`src/shared/aps_cfg.svh`:
```
// Constants of the power-mode sequencer: field positions, reset values, timing counts
`ifndef APS_CFG_SVH
`define APS_CFG_SVH

`define APS_CLK_MHZ 25
`define APS_WAKE_NS 5000
`define APS_WAKE_CYC ((`APS_WAKE_NS * `APS_CLK_MHZ + 999) / 1000)
`define APS_STBY_WAKE_NS 40
`define APS_STBY_WAKE_CYC ((`APS_STBY_WAKE_NS * `APS_CLK_MHZ + 999) / 1000)
`define APS_TIMER_W 8
`define APS_CNT_W 5
`define APS_XFER_EDGES 5'h10
`define APS_SAMPLE_EDGE 5'h02
`define APS_CTRL_EDGES 5'h08
`define APS_CTRL_W 8
`define APS_PM_HI_POS 1
`define APS_PM_LO_POS 0
`define APS_PM_RESET 2'h0
`define APS_FIFO_DEPTH 4

`endif

```
`src/shared/aps_pkg.sv`:
```
// Types shared by the power-mode sequencer and its testbench
package aps_pkg;

    typedef enum logic [1:0] {
        APS_PM_CS = 2'h0,
        APS_PM_ON = 2'h1,
        APS_PM_AUTO_OFF = 2'h2,
        APS_PM_AUTO_STBY = 2'h3
    } aps_mode_t;

    typedef enum logic [1:0] {
        APS_PWR_OFF,
        APS_PWR_STBY,
        APS_PWR_WAKE,
        APS_PWR_ON
    } aps_pwr_t;

    typedef struct packed {
        logic core_on;
        logic ref_on;
        logic ready;
    } aps_power_t;

    typedef struct packed {
        logic sample;
        logic done;
        logic abort;
        logic early;
    } aps_event_t;

endpackage

```
`src/verilog/aps_sequencer.sv`:
```
// Power-mode sequencer of a serial-clocked converter
// Notes on behaviour
// - Mode 00: powered while select low only
// - Mode 00: select fall starts five-microsecond wake
// - Restored mode 00 powers down at select rise
// - Mode 01: always fully powered
// - First eight clock bits load control word
// - Sample on second rising clock edge
// - Sixteen clock cycles per transfer
// - New transfer accepted right after select rise
// - Mode 10: full shutdown after each conversion
// - Mode 10: first falling clock starts wake
// - Restored mode 10 powers down at end
// - Mode 11: standby keeps reference alive
// - Mode 11: quick wake on first fall
// - Mode 11: standby on last rising edge
// - Power-up in mode 00
// - Mode 00: select rise aborts conversion
// - Auto modes power down on sixteenth rise
`include "aps_cfg.svh"
`timescale 1ns/1ns
`default_nettype none

module aps_sequencer #(
    parameter int FIFO_DEPTH = `APS_FIFO_DEPTH
) (
    input wire logic ref_clk,
    input wire logic rst_n,
    input wire logic cs_n_pin,
    input wire logic sclk_pin,
    input wire logic din_pin,
    output var aps_pkg::aps_mode_t mode,
    output var aps_pkg::aps_pwr_t pwr_state,
    output var aps_pkg::aps_power_t power,
    output var aps_pkg::aps_event_t evt,
    output logic ctrl_valid,
    input wire logic ctrl_ready,
    output logic [`APS_CTRL_W-1:0] ctrl_data
);
    localparam int WAKE_CYC = `APS_WAKE_CYC;
    localparam int STBY_CYC = `APS_STBY_WAKE_CYC;

    generate
        if (WAKE_CYC >= (1 << `APS_TIMER_W) || STBY_CYC < 1 || FIFO_DEPTH < 2) begin : g_bad
            $error("aps_sequencer: wake counts or FIFO depth out of range");
        end
    endgenerate

    // Pin synchronisers; the first stage feeds only the second
    logic [2:0] pin_meta;
    logic [2:0] pin_sync;
    logic cs_prev;
    logic sclk_prev;

    always_ff @(posedge ref_clk) begin
        if (!rst_n) begin
            pin_meta <= 3'h7;
            pin_sync <= 3'h7;
        end else begin
            pin_meta <= {cs_n_pin, sclk_pin, din_pin};
            pin_sync <= pin_meta;
        end
    end

    always_ff @(posedge ref_clk) begin
        if (!rst_n) begin
            cs_prev <= 1'b1;
            sclk_prev <= 1'b1;
        end else begin
            cs_prev <= pin_sync[2];
            sclk_prev <= pin_sync[1];
        end
    end

    wire cs_high = pin_sync[2];
    wire sclk_now = pin_sync[1];
    wire din_now = pin_sync[0];
    // Select gates the serial clock: edges count only while it is low
    wire cs_fall = cs_prev && !cs_high;
    wire cs_rise = !cs_prev && cs_high;
    wire sclk_rise = !cs_high && !sclk_prev && sclk_now;
    wire sclk_fall = !cs_high && sclk_prev && !sclk_now;

    // Rising-edge count within the transfer
    logic [`APS_CNT_W-1:0] bit_cnt;
    logic fall_seen;
    logic [`APS_CTRL_W-2:0] ctrl_shift;

    wire [`APS_CNT_W-1:0] next_count =
        (bit_cnt == `APS_XFER_EDGES) ? `APS_CNT_W'(1) : bit_cnt + 1'b1;
    wire at_sample = sclk_rise && (next_count == `APS_SAMPLE_EDGE);
    wire at_end = sclk_rise && (next_count == `APS_XFER_EDGES);
    wire at_load = sclk_rise && (next_count == `APS_CTRL_EDGES);
    wire in_ctrl = sclk_rise && (next_count <= `APS_CTRL_EDGES);
    wire conv_active = (bit_cnt >= `APS_SAMPLE_EDGE) && (bit_cnt < `APS_XFER_EDGES);
    wire first_fall = sclk_fall && !fall_seen;
    wire [`APS_CTRL_W-1:0] ctrl_word = {ctrl_shift, din_now};

    always_ff @(posedge ref_clk) begin
        if (!rst_n || cs_high) begin
            bit_cnt <= '0;
        end else if (sclk_rise) begin
            bit_cnt <= next_count;
        end
    end

    always_ff @(posedge ref_clk) begin
        if (!rst_n || cs_high || at_end) begin
            fall_seen <= 1'b0;
        end else if (sclk_fall) begin
            fall_seen <= 1'b1;
        end
    end

    always_ff @(posedge ref_clk) begin
        if (!rst_n) begin
            ctrl_shift <= '0;
        end else if (in_ctrl) begin
            ctrl_shift <= ctrl_word[`APS_CTRL_W-2:0];
        end
    end

    // A low data input loads all zeros, which selects mode 00
    always_ff @(posedge ref_clk) begin
        if (!rst_n) begin
            mode <= aps_pkg::aps_mode_t'(`APS_PM_RESET);
        end else if (at_load) begin
            mode <= aps_pkg::aps_mode_t'({ctrl_word[`APS_PM_HI_POS],
                                          ctrl_word[`APS_PM_LO_POS]});
        end
    end

    // Captured words wait here until the buffer has room; a word held back
    // by a full buffer is replaced by the next capture, never merged
    logic pend_valid;
    logic [`APS_CTRL_W-1:0] pend_word;
    logic fifo_in_ready;

    always_ff @(posedge ref_clk) begin
        if (!rst_n) begin
            pend_valid <= 1'b0;
            pend_word <= '0;
        end else if (at_load) begin
            pend_valid <= 1'b1;
            pend_word <= ctrl_word;
        end else if (fifo_in_ready) begin
            pend_valid <= 1'b0;
        end
    end

    aps_fifo #(
        .WIDTH(`APS_CTRL_W),
        .DEPTH(FIFO_DEPTH)
    ) u_fifo (
        .ref_clk(ref_clk),
        .rst_n(rst_n),
        .in_valid(pend_valid),
        .in_ready(fifo_in_ready),
        .in_data(pend_word),
        .out_valid(ctrl_valid),
        .out_ready(ctrl_ready),
        .out_data(ctrl_data)
    );

    // Power sequencing
    logic [`APS_TIMER_W-1:0] timer;
    aps_pkg::aps_pwr_t next_pwr;
    logic [`APS_TIMER_W-1:0] next_timer;

    wire cs_mode = (mode == aps_pkg::APS_PM_CS);
    wire auto_mode = (mode == aps_pkg::APS_PM_AUTO_OFF) || (mode == aps_pkg::APS_PM_AUTO_STBY);
    wire pwr_low = (pwr_state == aps_pkg::APS_PWR_OFF) || (pwr_state == aps_pkg::APS_PWR_STBY);
    wire cs_off = cs_mode && cs_high && (pwr_state != aps_pkg::APS_PWR_OFF);
    wire end_off = at_end && (mode == aps_pkg::APS_PM_AUTO_OFF);
    wire go_off = cs_off || end_off;
    wire go_stby = at_end && (mode == aps_pkg::APS_PM_AUTO_STBY);
    wire go_wake = pwr_low && ((cs_mode && !cs_high)
                               || (mode == aps_pkg::APS_PM_ON)
                               || (auto_mode && first_fall));
    // Standby keeps the reference up, so its wake is far shorter
    wire [`APS_TIMER_W-1:0] wake_len = (pwr_state == aps_pkg::APS_PWR_STBY)
        ? `APS_TIMER_W'(STBY_CYC) : `APS_TIMER_W'(WAKE_CYC);
    wire wake_done = (pwr_state == aps_pkg::APS_PWR_WAKE) && (timer == `APS_TIMER_W'(1));

    always_comb begin
        next_pwr = pwr_state;
        next_timer = (timer != '0) ? timer - 1'b1 : timer;
        if (go_off) begin
            next_pwr = aps_pkg::APS_PWR_OFF;
            next_timer = '0;
        end else if (go_stby) begin
            next_pwr = aps_pkg::APS_PWR_STBY;
            next_timer = '0;
        end else if (go_wake) begin
            next_pwr = aps_pkg::APS_PWR_WAKE;
            next_timer = wake_len;
        end else if (wake_done) begin
            next_pwr = aps_pkg::APS_PWR_ON;
        end
    end

    always_ff @(posedge ref_clk) begin
        if (!rst_n) begin
            pwr_state <= aps_pkg::APS_PWR_OFF;
            timer <= '0;
        end else begin
            pwr_state <= next_pwr;
            timer <= next_timer;
        end
    end

    always_ff @(posedge ref_clk) begin
        if (!rst_n) begin
            power <= '0;
        end else begin
            power.core_on <= (next_pwr == aps_pkg::APS_PWR_WAKE) || (next_pwr == aps_pkg::APS_PWR_ON);
            power.ref_on <= (next_pwr != aps_pkg::APS_PWR_OFF);
            power.ready <= (next_pwr == aps_pkg::APS_PWR_ON);
        end
    end

    // Sample taken before wake ends is flagged; the host owns that timing
    always_ff @(posedge ref_clk) begin
        if (!rst_n) begin
            evt <= '0;
        end else begin
            evt.sample <= at_sample;
            evt.done <= at_end;
            evt.abort <= cs_mode && cs_rise && conv_active;
            evt.early <= at_sample && (pwr_state != aps_pkg::APS_PWR_ON);
        end
    end
endmodule

`default_nettype wire

```
`src/verilog/aps_fifo.sv`:
```
// Small flip-flop FIFO for captured control words
`timescale 1ns/1ns
`default_nettype none

module aps_fifo #(
    parameter int WIDTH = 8,
    parameter int DEPTH = 4
) (
    input wire logic ref_clk,
    input wire logic rst_n,
    input wire logic in_valid,
    output logic in_ready,
    input wire logic [WIDTH-1:0] in_data,
    output logic out_valid,
    input wire logic out_ready,
    output logic [WIDTH-1:0] out_data
);
    localparam int AW = $clog2(DEPTH);

    generate
        if (DEPTH < 2 || (1 << AW) != DEPTH || WIDTH < 1) begin : g_bad
            $error("aps_fifo: DEPTH must be a power of two of at least 2");
        end
    endgenerate

    logic [WIDTH-1:0] mem [DEPTH];
    logic [AW:0] wr_ptr;
    logic [AW:0] rd_ptr;

    wire full = (wr_ptr[AW] != rd_ptr[AW]) && (wr_ptr[AW-1:0] == rd_ptr[AW-1:0]);
    wire empty = (wr_ptr == rd_ptr);
    wire push = in_valid && !full;
    wire pop = out_valid && out_ready;

    assign in_ready = !full;
    assign out_valid = !empty;
    assign out_data = mem[rd_ptr[AW-1:0]];

    always_ff @(posedge ref_clk) begin
        if (!rst_n) begin
            wr_ptr <= '0;
            rd_ptr <= '0;
        end else begin
            if (push) begin
                wr_ptr <= wr_ptr + 1'b1;
            end
            if (pop) begin
                rd_ptr <= rd_ptr + 1'b1;
            end
        end
    end

    always_ff @(posedge ref_clk) begin
        if (push) begin
            mem[wr_ptr[AW-1:0]] <= in_data;
        end
    end
endmodule

`default_nettype wire

```
`config.mk`:
```
export PLATFORM = sky130hd
export DESIGN_NAME = aps_sequencer
export DESIGN_NICKNAME = d
export VERILOG_FILES = /design/src/shared/aps_pkg.sv /design/src/verilog/aps_sequencer.sv /design/src/verilog/aps_fifo.sv
export VERILOG_INCLUDE_DIRS = /design/src /design/src/shared
export SDC_FILE = /design/constraint.sdc
export NUM_CORES = 1
export LEC_CHECK = 0
export ABC_AREA = 1
export BUFFER_PORTS_ARGS = -buffer_cell sky130_fd_sc_hd__buf_2
export CORE_MARGIN = 1.5
export CORE_UTILIZATION = 55
export DETAILED_ROUTE_END_ITERATION = 8
export PLACE_DENSITY = 0.74
export SYNTH_ARGS = -nofsm -noshare
export SYNTH_HDL_FRONTEND = slang
export SYNTH_SLANG_ARGS = --single-unit
```
`constraint.sdc`:
```
create_clock -name ref_clk -period 2.2 [get_ports ref_clk]
set_clock_uncertainty 0.15 [all_clocks]
set_input_delay 0.22 -clock ref_clk [delete_from_list [all_inputs] [get_ports ref_clk]]
set_output_delay 0.22 -clock ref_clk [all_outputs]
set_load 0.01 [all_outputs]
```
==> results by group, run 1 <==
Routing
  • Final WL: 6310 um
  • Detailed Routing Iterations Pass 1: 4
  • Drt drc: 0
  • Via density: 5.17
  • Via count: roughly 2600
  • Routed len/inst: 12.4 um
  • Final ANT Viol Nets: 0
  • DRT iter0 DRCs: 161

Placement
  • DP Wirelength: 4310 um
  • Port-buffer cells: 25
  • GP Congestion: ~0.90

Synth
  • Yosys reg bits: 87
  • Syn Nets: 412
  • Avg Inst Size Synth: roughly 9.3 sq um
  • YS warnings: 0
  • Unique masters post-synth: 33
  • Synth top area cells: dfxtp_1 (30%), edfxtp_1 (26%), nor2_1 (6.8%)
  • Dominant cell type by area after synthesis: dfxtp_1
  • Count of flip-flops with a built-in enable after synthesis: 32
  • Seq/Total Area, Yosys: 56.6%
  • Ys async rst share: 0%
  • Mapped Area: 0.00365 sq mm
  • Post-synth top cells: nor2_1 (66), dfxtp_1 (55), nand2_1 (49)
  • Ys flop type: dfxtp_1
  • Top-count cell post-synth: nor2_1
  • Synth top area share: 30.2%
  • Post-synthesis cell count: 394

Setup path
  • CP dominant cell by count: nand2_1
  • WP data arrival: roughly 2.1 ns
  • Reg-to-reg setup timing slack: ~0.22 ns
  • Critical path startpoint category: register
  • R2R Path Start: bit_cnt[1]
  • CP required: between 2 and 2.5 ns
  • Type of destination of the critical path: register
  • CP max stage delay: 0.48 ns
  • Slowest cell on the critical path: dfxtp_1
  • CP Max Fanout: 8
  • Crit-path cells: ha_1 > nand3_1 > nand2_1 > nand4_1 > nor2_2 > nand3_2 > nand2_1 > inv_2 > nand2_4 > nor2_1
  • R2R cell count: 10
  • Setup CP Type: register to register
  • RR Endpoint: timer[0]

Clock tree
  • H-tree Lvls: 3
  • CTS sink count: between 80 and 90
  • CTS tree: done
  • Worst-path clk slew: roughly 0.090 ns
  • Setup repair bufs after CTS: 0
  • Root buf cell: clkbuf_8
  • Clk buf depth: 2
  • Clock Latency Late Sink: 0.35 ns
  • TritonCTS buffer count: 9

Global routing
  • Largest net degree at the start of global routing: 25
  • Gr ovfl total: 0
  • Initial antenna violation count: 0
  • First-pass GRT wire length: ~11000 um
  • Gr usage total: 18.9%
  • Vias in the first global route: 2443

Floorplanning
  • Core box area: 0.00639 sq mm
  • Die area: approximately 0.007 sq mm
  • Die W: about 84 um
  • Chip Height: 84.4 um
  • I/O pins: 26
  • Initial core utilization: 57.1%
  • Num rows: 29

Finish
  • Final #Nets: 447
  • Number of diodes: 0
  • Area Growth Syn to Fin: 12.0%
  • Filler cells: 534
  • Fin util: 63.9%
  • Share of cells above drive strength 1: between 10% and 20%

STA
  • Min Hold Slack: 0.0897 ns
  • FMAX: 0.504 GHz
  • Slew Viols, Final: 0
  • TNS Setup: 0 ns
  • Part of the cycle the worst path needs: 90.1%
  • Final min period: a little under 2 ns
  • Final setup viols: 0
  • Worst slew margin: 67.5%
  • Worst Max-Slew Pin Slew: about 0.49 ns
  • RSZ-0062 raised after global routing: false
  • Final hold violations: 0

Job
  • # Max-Cap Violations: 0

Power and ir drop
  • Maximum VDD drop: 530 uV
  • Lkg Pwr: ~1.8 nW
  • Pwr Density: 892 mW/mm^2

Hold path
  • WHS Path Cells: 4
  • Hold Path Class: input pin to register
  • Min-Delay Startpoint: ctrl_ready
  • Sink of the worst hold path: u_fifo.rd_ptr[1]

Status
  • Status: finished, final reports clean
[where the power goes]
| group | leakage, nW | total, W | switching (W) | internal [W] |
|---|---|---|---|---|
| Sequential | 0.752 | 0.00181 | 0.0000624 | 0.00175 |
| Clock | 0.0927 | 0.00109 | 0.000563 | 0.000531 |
| Combinational | 0.962 | 0.000739 | 0.000458 | 0.000280 |
| Total | 1.81 | 0.00364 | 0.00108 | 0.00256 |
[routing by layer]
layer	up-vias	wire, um	GRT usage [%]
met2	43	2950	30.8
li1	1375	-	-
met3	4	215	4.42
met4	0	53	6.89
met5	-	0	0
met1	1220	3100	24.9
[cell families (layout without fill, tap and decap cells)]
logic type,after synthesis,count (layout),synth area share (%)
simple gates,160,160,20.4
xor+xnor,8,8,1.92
fa+ha+maj,12,12,4.12
compound gates,74,74,10.8
flops,87,87,56.6
buf+inv,53,93,6.18
[worst max path at each step]
stage | start | endpoint | slack [ns]
final | bit_cnt[1] | timer[0] | 0.22
after global routing | bit_cnt[1] | timer[3] | 0.03
after CTS | bit_cnt[1] | ctrl_shift[6] | 0.18
after detailed placement | bit_cnt[1] | ctrl_shift[6] | 0.20
after global placement | bit_cnt[1] | ctrl_shift[3] | 0.31
after floorplan | u_fifo.rd_ptr[0] | u_fifo.mem[3][0] | 0.47
[placed cells by master (no fill, tap or decap), types with 3 or more instances in the layout]
| master | netlist | final |
|---|---|---|
| buf_4 | 2 | 6 |
| nand3b_1 | 7 | 7 |
| buf_2 | 3 | 25 |
| nor2_1 | 66 | 66 |
| o21ai_1 | 3 | 3 |
| inv_2 | 4 | 4 |
| a21oi_1 | 22 | 22 |
| o21ai_0 | 36 | 36 |
| nor2_2 | 3 | 3 |
| clkbuf_8 | 0 | 9 |
| edfxtp_1 | 32 | 32 |
| xor2_1 | 8 | 8 |
| inv_1 | 39 | 39 |
| nand4_1 | 5 | 5 |
| ha_1 | 12 | 12 |
| clkinv_4 | 0 | 3 |
| dfxtp_1 | 55 | 55 |
| nor3_1 | 5 | 5 |
| nand3_2 | 3 | 4 |
| o22ai_1 | 8 | 8 |
| nand3_1 | 10 | 9 |
| or2_2 | 6 | 6 |
| nand2_1 | 49 | 49 |
| dlygate4sd3_1 | 0 | 3 |
[critical path, delay by kind of cell (launching register included)]
kind / cells / cell delay [ns]
and+or+nand+nor: 8 / 0.91
DFF: 1 / 0.48
adders and majority gates: 1 / 0.28
buffers and inverters: 1 / 0.06
[area by class of cell]
class                   count  area, sq um  area share (%)
well taps                  77         96.3            2.36
multi-input cells         254         1360            33.4
inverters                  43          161            3.95
clock inverters             6         71.3            1.75
flip-flops and latches     87         2060            50.5
clock buffers              10          128            3.13
repair buffers             34          200            4.90
[metrics by stage]
step	setup slack [ns]	area (sq um)	instances	power, W
finish	0.217	4080	511	0.00364
global route	0.0261	4080	511	0.00386
CTS	0.183	4080	511	0.00366
detailed placement	0.200	3850	492	0.00257
global placement	0.307	3850	492	0.00254
floorplan	0.467	3650	394	0.00240
[repair_timing]
action | in CTS | in global routing
hold buffers | 3 | 0
gates resized for setup | 0 | 1
endpoints found under the hold margin | 3 | 0
setup endpoints to repair | 0 | 2
[flip-flops by register name, summed over array words and instances (netlist names), named ones only]
signal	count
u_fifo.mem	32
timer	8
ctrl_shift	7
pend_word	7
bit_cnt	5
evt	4
pin_meta	3
pin_sync	3
power	3
u_fifo.rd_ptr	3
u_fifo.wr_ptr	3
pwr_state	2
cs_prev	1
fall_seen	1
mode	1
pend_valid	1
sclk_prev	1
No activity file was read; power rests on OpenSTA's default activity.
==> run 2, diff against run 1 <==
--- a/config.mk
+++ b/config.mk
@@ -10,8 +10,10 @@
 export BUFFER_PORTS_ARGS = -buffer_cell sky130_fd_sc_hd__buf_2
 export CORE_MARGIN = 1.5
 export CORE_UTILIZATION = 55
+export CTS_CLUSTER_DIAMETER = 100
 export DETAILED_ROUTE_END_ITERATION = 8
 export PLACE_DENSITY = 0.74
+export REMOVE_ABC_BUFFERS = 1
 export SYNTH_ARGS = -nofsm -noshare
 export SYNTH_HDL_FRONTEND = slang
 export SYNTH_SLANG_ARGS = --single-unit
==> run 2 against run 1 <==
Utilization is 0.59 points lower; worst hold slack worse by 0.0020 ns; fmax is 2.2% lower; critical path type unchanged.
==> results by group, run 2 (synthesis gave the netlist of run 1 again) <==
Status
  • Status: finished, final reports clean

Job
  • # Max-Cap Violations: 0 (unchanged)

Placement
  • DP Wirelength: 4340 um (+0.74%)
  • Pre-CTS WS: 0.199 ns (-0.00124 ns)
  • Placed Area: 0.00385 sq mm (unchanged)
  • Port-buffer cells: 25 (unchanged)
  • GP Congestion: 0.882 (-1.9%)

Routing
  • Via density: 5.06 (-2.2%)
  • Routed len/inst: 12.4 um (about the same)
  • DRT iter0 DRCs: 85 (-47%)
  • Drt drc: 0 (unchanged)
  • Final ANT Viol Nets: 0 (unchanged)
  • Via count: 2585 (-2.2%)
  • Final WL: 6310 um (about the same)
  • Detailed Routing Iterations Pass 1: 4 (unchanged)

Floorplanning
  • Num rows: 29 (unchanged)
  • Chip Height: 84.4 um (unchanged)
  • Die area: 0.00713 sq mm (unchanged)
  • Initial core utilization: 57.1% (unchanged)
  • Die W: 84.4 um (unchanged)
  • Core box area: 0.00639 sq mm (unchanged)
  • I/O pins: 26 (unchanged)

Global routing
  • Vias in the first global route: 2401 (-1.7%)
  • Gr ovfl total: 0 (unchanged)
  • First-pass GRT wire length: 10800 um (+0.19%)
  • Gr usage total: 19.0% (+0.088 points)
  • Largest net degree at the start of global routing: 25 (unchanged)
  • Initial antenna violation count: 0 (unchanged)

STA
  • Worst Max-Slew Pin Slew: 0.486 ns (-0.00188 ns)
  • Final setup viols: 0 (unchanged)
  • Final worst setup slack: 0.174 ns (-0.0437 ns)
  • FMAX: 0.493 GHz (-2.2%)
  • Part of the cycle the worst path needs: 92.1% (+2.0 points)
  • Final min period: 2.03 ns (+0.0437 ns)
  • RSZ-0062 raised after global routing: false
  • Worst slew margin: 67.5% (+0.070 points)
  • Final hold violations: 0 (unchanged)
  • Min Hold Slack: 0.0876 ns (-0.00204 ns)
  • Slew Viols, Final: 0 (unchanged)
  • TNS Setup: 0 ns (unchanged)

Finish
  • Number of diodes: 0 (unchanged)
  • Final #Nets: 447 (unchanged)
  • Area Growth Syn to Fin: 10.9%
  • Commonest non-fill, non-tap cell in the layout: nor2_1
  • Final instance area: 0.00405 sq mm (-0.92%)
  • Max reg flops: 32 (unchanged)
  • Most frequent cells in the layout: nor2_1 (66), dfxtp_1 (55), nand2_1 (49)
  • Share of cells above drive strength 1: 15.7% (-0.46 points)

Clock tree
  • Setup repair bufs after CTS: 0 (unchanged)
  • CTS tree: done
  • Clock Latency Late Sink: 0.35 ns (about the same)
  • CTS sink count: 87 (unchanged)
  • Clk buf depth: 2 (unchanged)
  • TritonCTS buffer count: 9 (unchanged)
  • Root buf cell: clkbuf_8
  • H-tree Lvls: 3 (unchanged)
  • Worst-path clk slew: 0.08 ns (about the same)

Setup path
  • Setup CP Type: register to register
  • Capture point of the worst path: ctrl_shift[2]
  • CP required: 2.33 ns (+0.03 ns)
  • Slowest cell on the critical path: dfxtp_1
  • Reg-to-reg setup timing slack: 0.17 ns (-0.04 ns)
  • WP data arrival: 2.16 ns (+0.08 ns)
  • RR Endpoint: ctrl_shift[2]
  • Type of destination of the critical path: register
  • R2R Path Start: bit_cnt[1]
  • Crit path launch: bit_cnt[1]
  • Crit-path cells: ha_1 > nand4_1 > nand3_2 > nand3_1 > nand3b_1 > nand2_1 > nor2_1
  • CP Max Fanout: 14 (+6)
  • R2R cell count: 7 (-3)
  • Critical path startpoint category: register
  • CP max stage delay: 0.48 ns (about the same)

Power and ir drop
  • Pwr Density: 861 mW/mm^2 (-3.4%)
  • Lkg Pwr: 1.80 nW (-0.51%)
  • Power Total: 0.00348 W (-4.3%)
  • Maximum VDD drop: 574 uV (+8.3%)

Hold path
  • Hold Path Class: input pin to register
==> run 2: cell types whose count changed in the layout (fill, tap and decap cells not counted) <==
cell / before / now
nand3_1: 9 / 10
nand3_2: 4 / 3
clkinv_1: 0 / 1
clkinv_2: 0 / 2
clkinvlp_4: 2 / 1
clkinv_4: 3 / 2
bufinv_16: 1 / 0
==> run 2: layout make-up <==
cell class / count / area, sq um
Multi-Input combinational cell: 254 / 1360
Inverter: 43 / 161
Sequential cell: 87 / 2060
Timing Repair Buffer: 34 / 200
Clock inverter: 6 / 38.8
Clock buffer: 10 / 128
Tap cell: 77 / 96.3
Fill cell: 527 / 2340
==> run 2: per-layer routing <==
metal / wire length, um / vias up / track usage (%) / part of all wire [%]
li1: - / 1373 / - / -
met1: 3100 / 1168 / 25.4 / 49
met2: 2910 / 36 / 30.0 / 46
met3: 210 / 8 / 5.01 / 3.3
met4: 86 / 0 / 7.04 / 1.4
met5: 0 / - / 0 / 0
==> run 2: repair_timing <==
action,CTS,global route
resized for setup,0,0
setup endpoints to repair,0,0
hold buffers,3,0
endpoints found under the hold margin,3,0
==> run 2: worst min path at each step <==
stage                            from  cells past startpoint  slack (ns)               end
after global routing       ctrl_ready                      4        0.12  u_fifo.rd_ptr[0]
after detailed placement  pin_meta[2]                      1        0.25       pin_sync[2]
after CTS                  ctrl_ready                      4        0.08  u_fifo.rd_ptr[0]
after global placement    pin_meta[0]                      1        0.24       pin_sync[0]
final                      ctrl_ready                      4        0.09  u_fifo.rd_ptr[0]
after floorplan                 rst_n                      1        0.14         sclk_prev
==> run 2: critical path, delay by kind of cell, from the launching register on <==
family	cells	cell delay, ns
adder cells (fa/ha/maj)	1	0.27
flip-flops	1	0.48
AND/OR/NAND/NOR	6	1.05
==> run 2: power breakdown <==
group,internal (W),switching (W),leakage (nW)
logic,0.000279,0.000453,0.962
clock network,0.000406,0.000537,0.0837
registers,0.00175,0.0000621,0.752
total,0.00243,0.00105,1.80
==> run 2: through the flow <==
stage / instances / utilization [%]
finish: 511 / 63.3
global route: 511 / 63.3
CTS: 511 / 63.3
detailed placement: 492 / 60.3
global placement: 492 / 60.3
floorplan: 384 / -
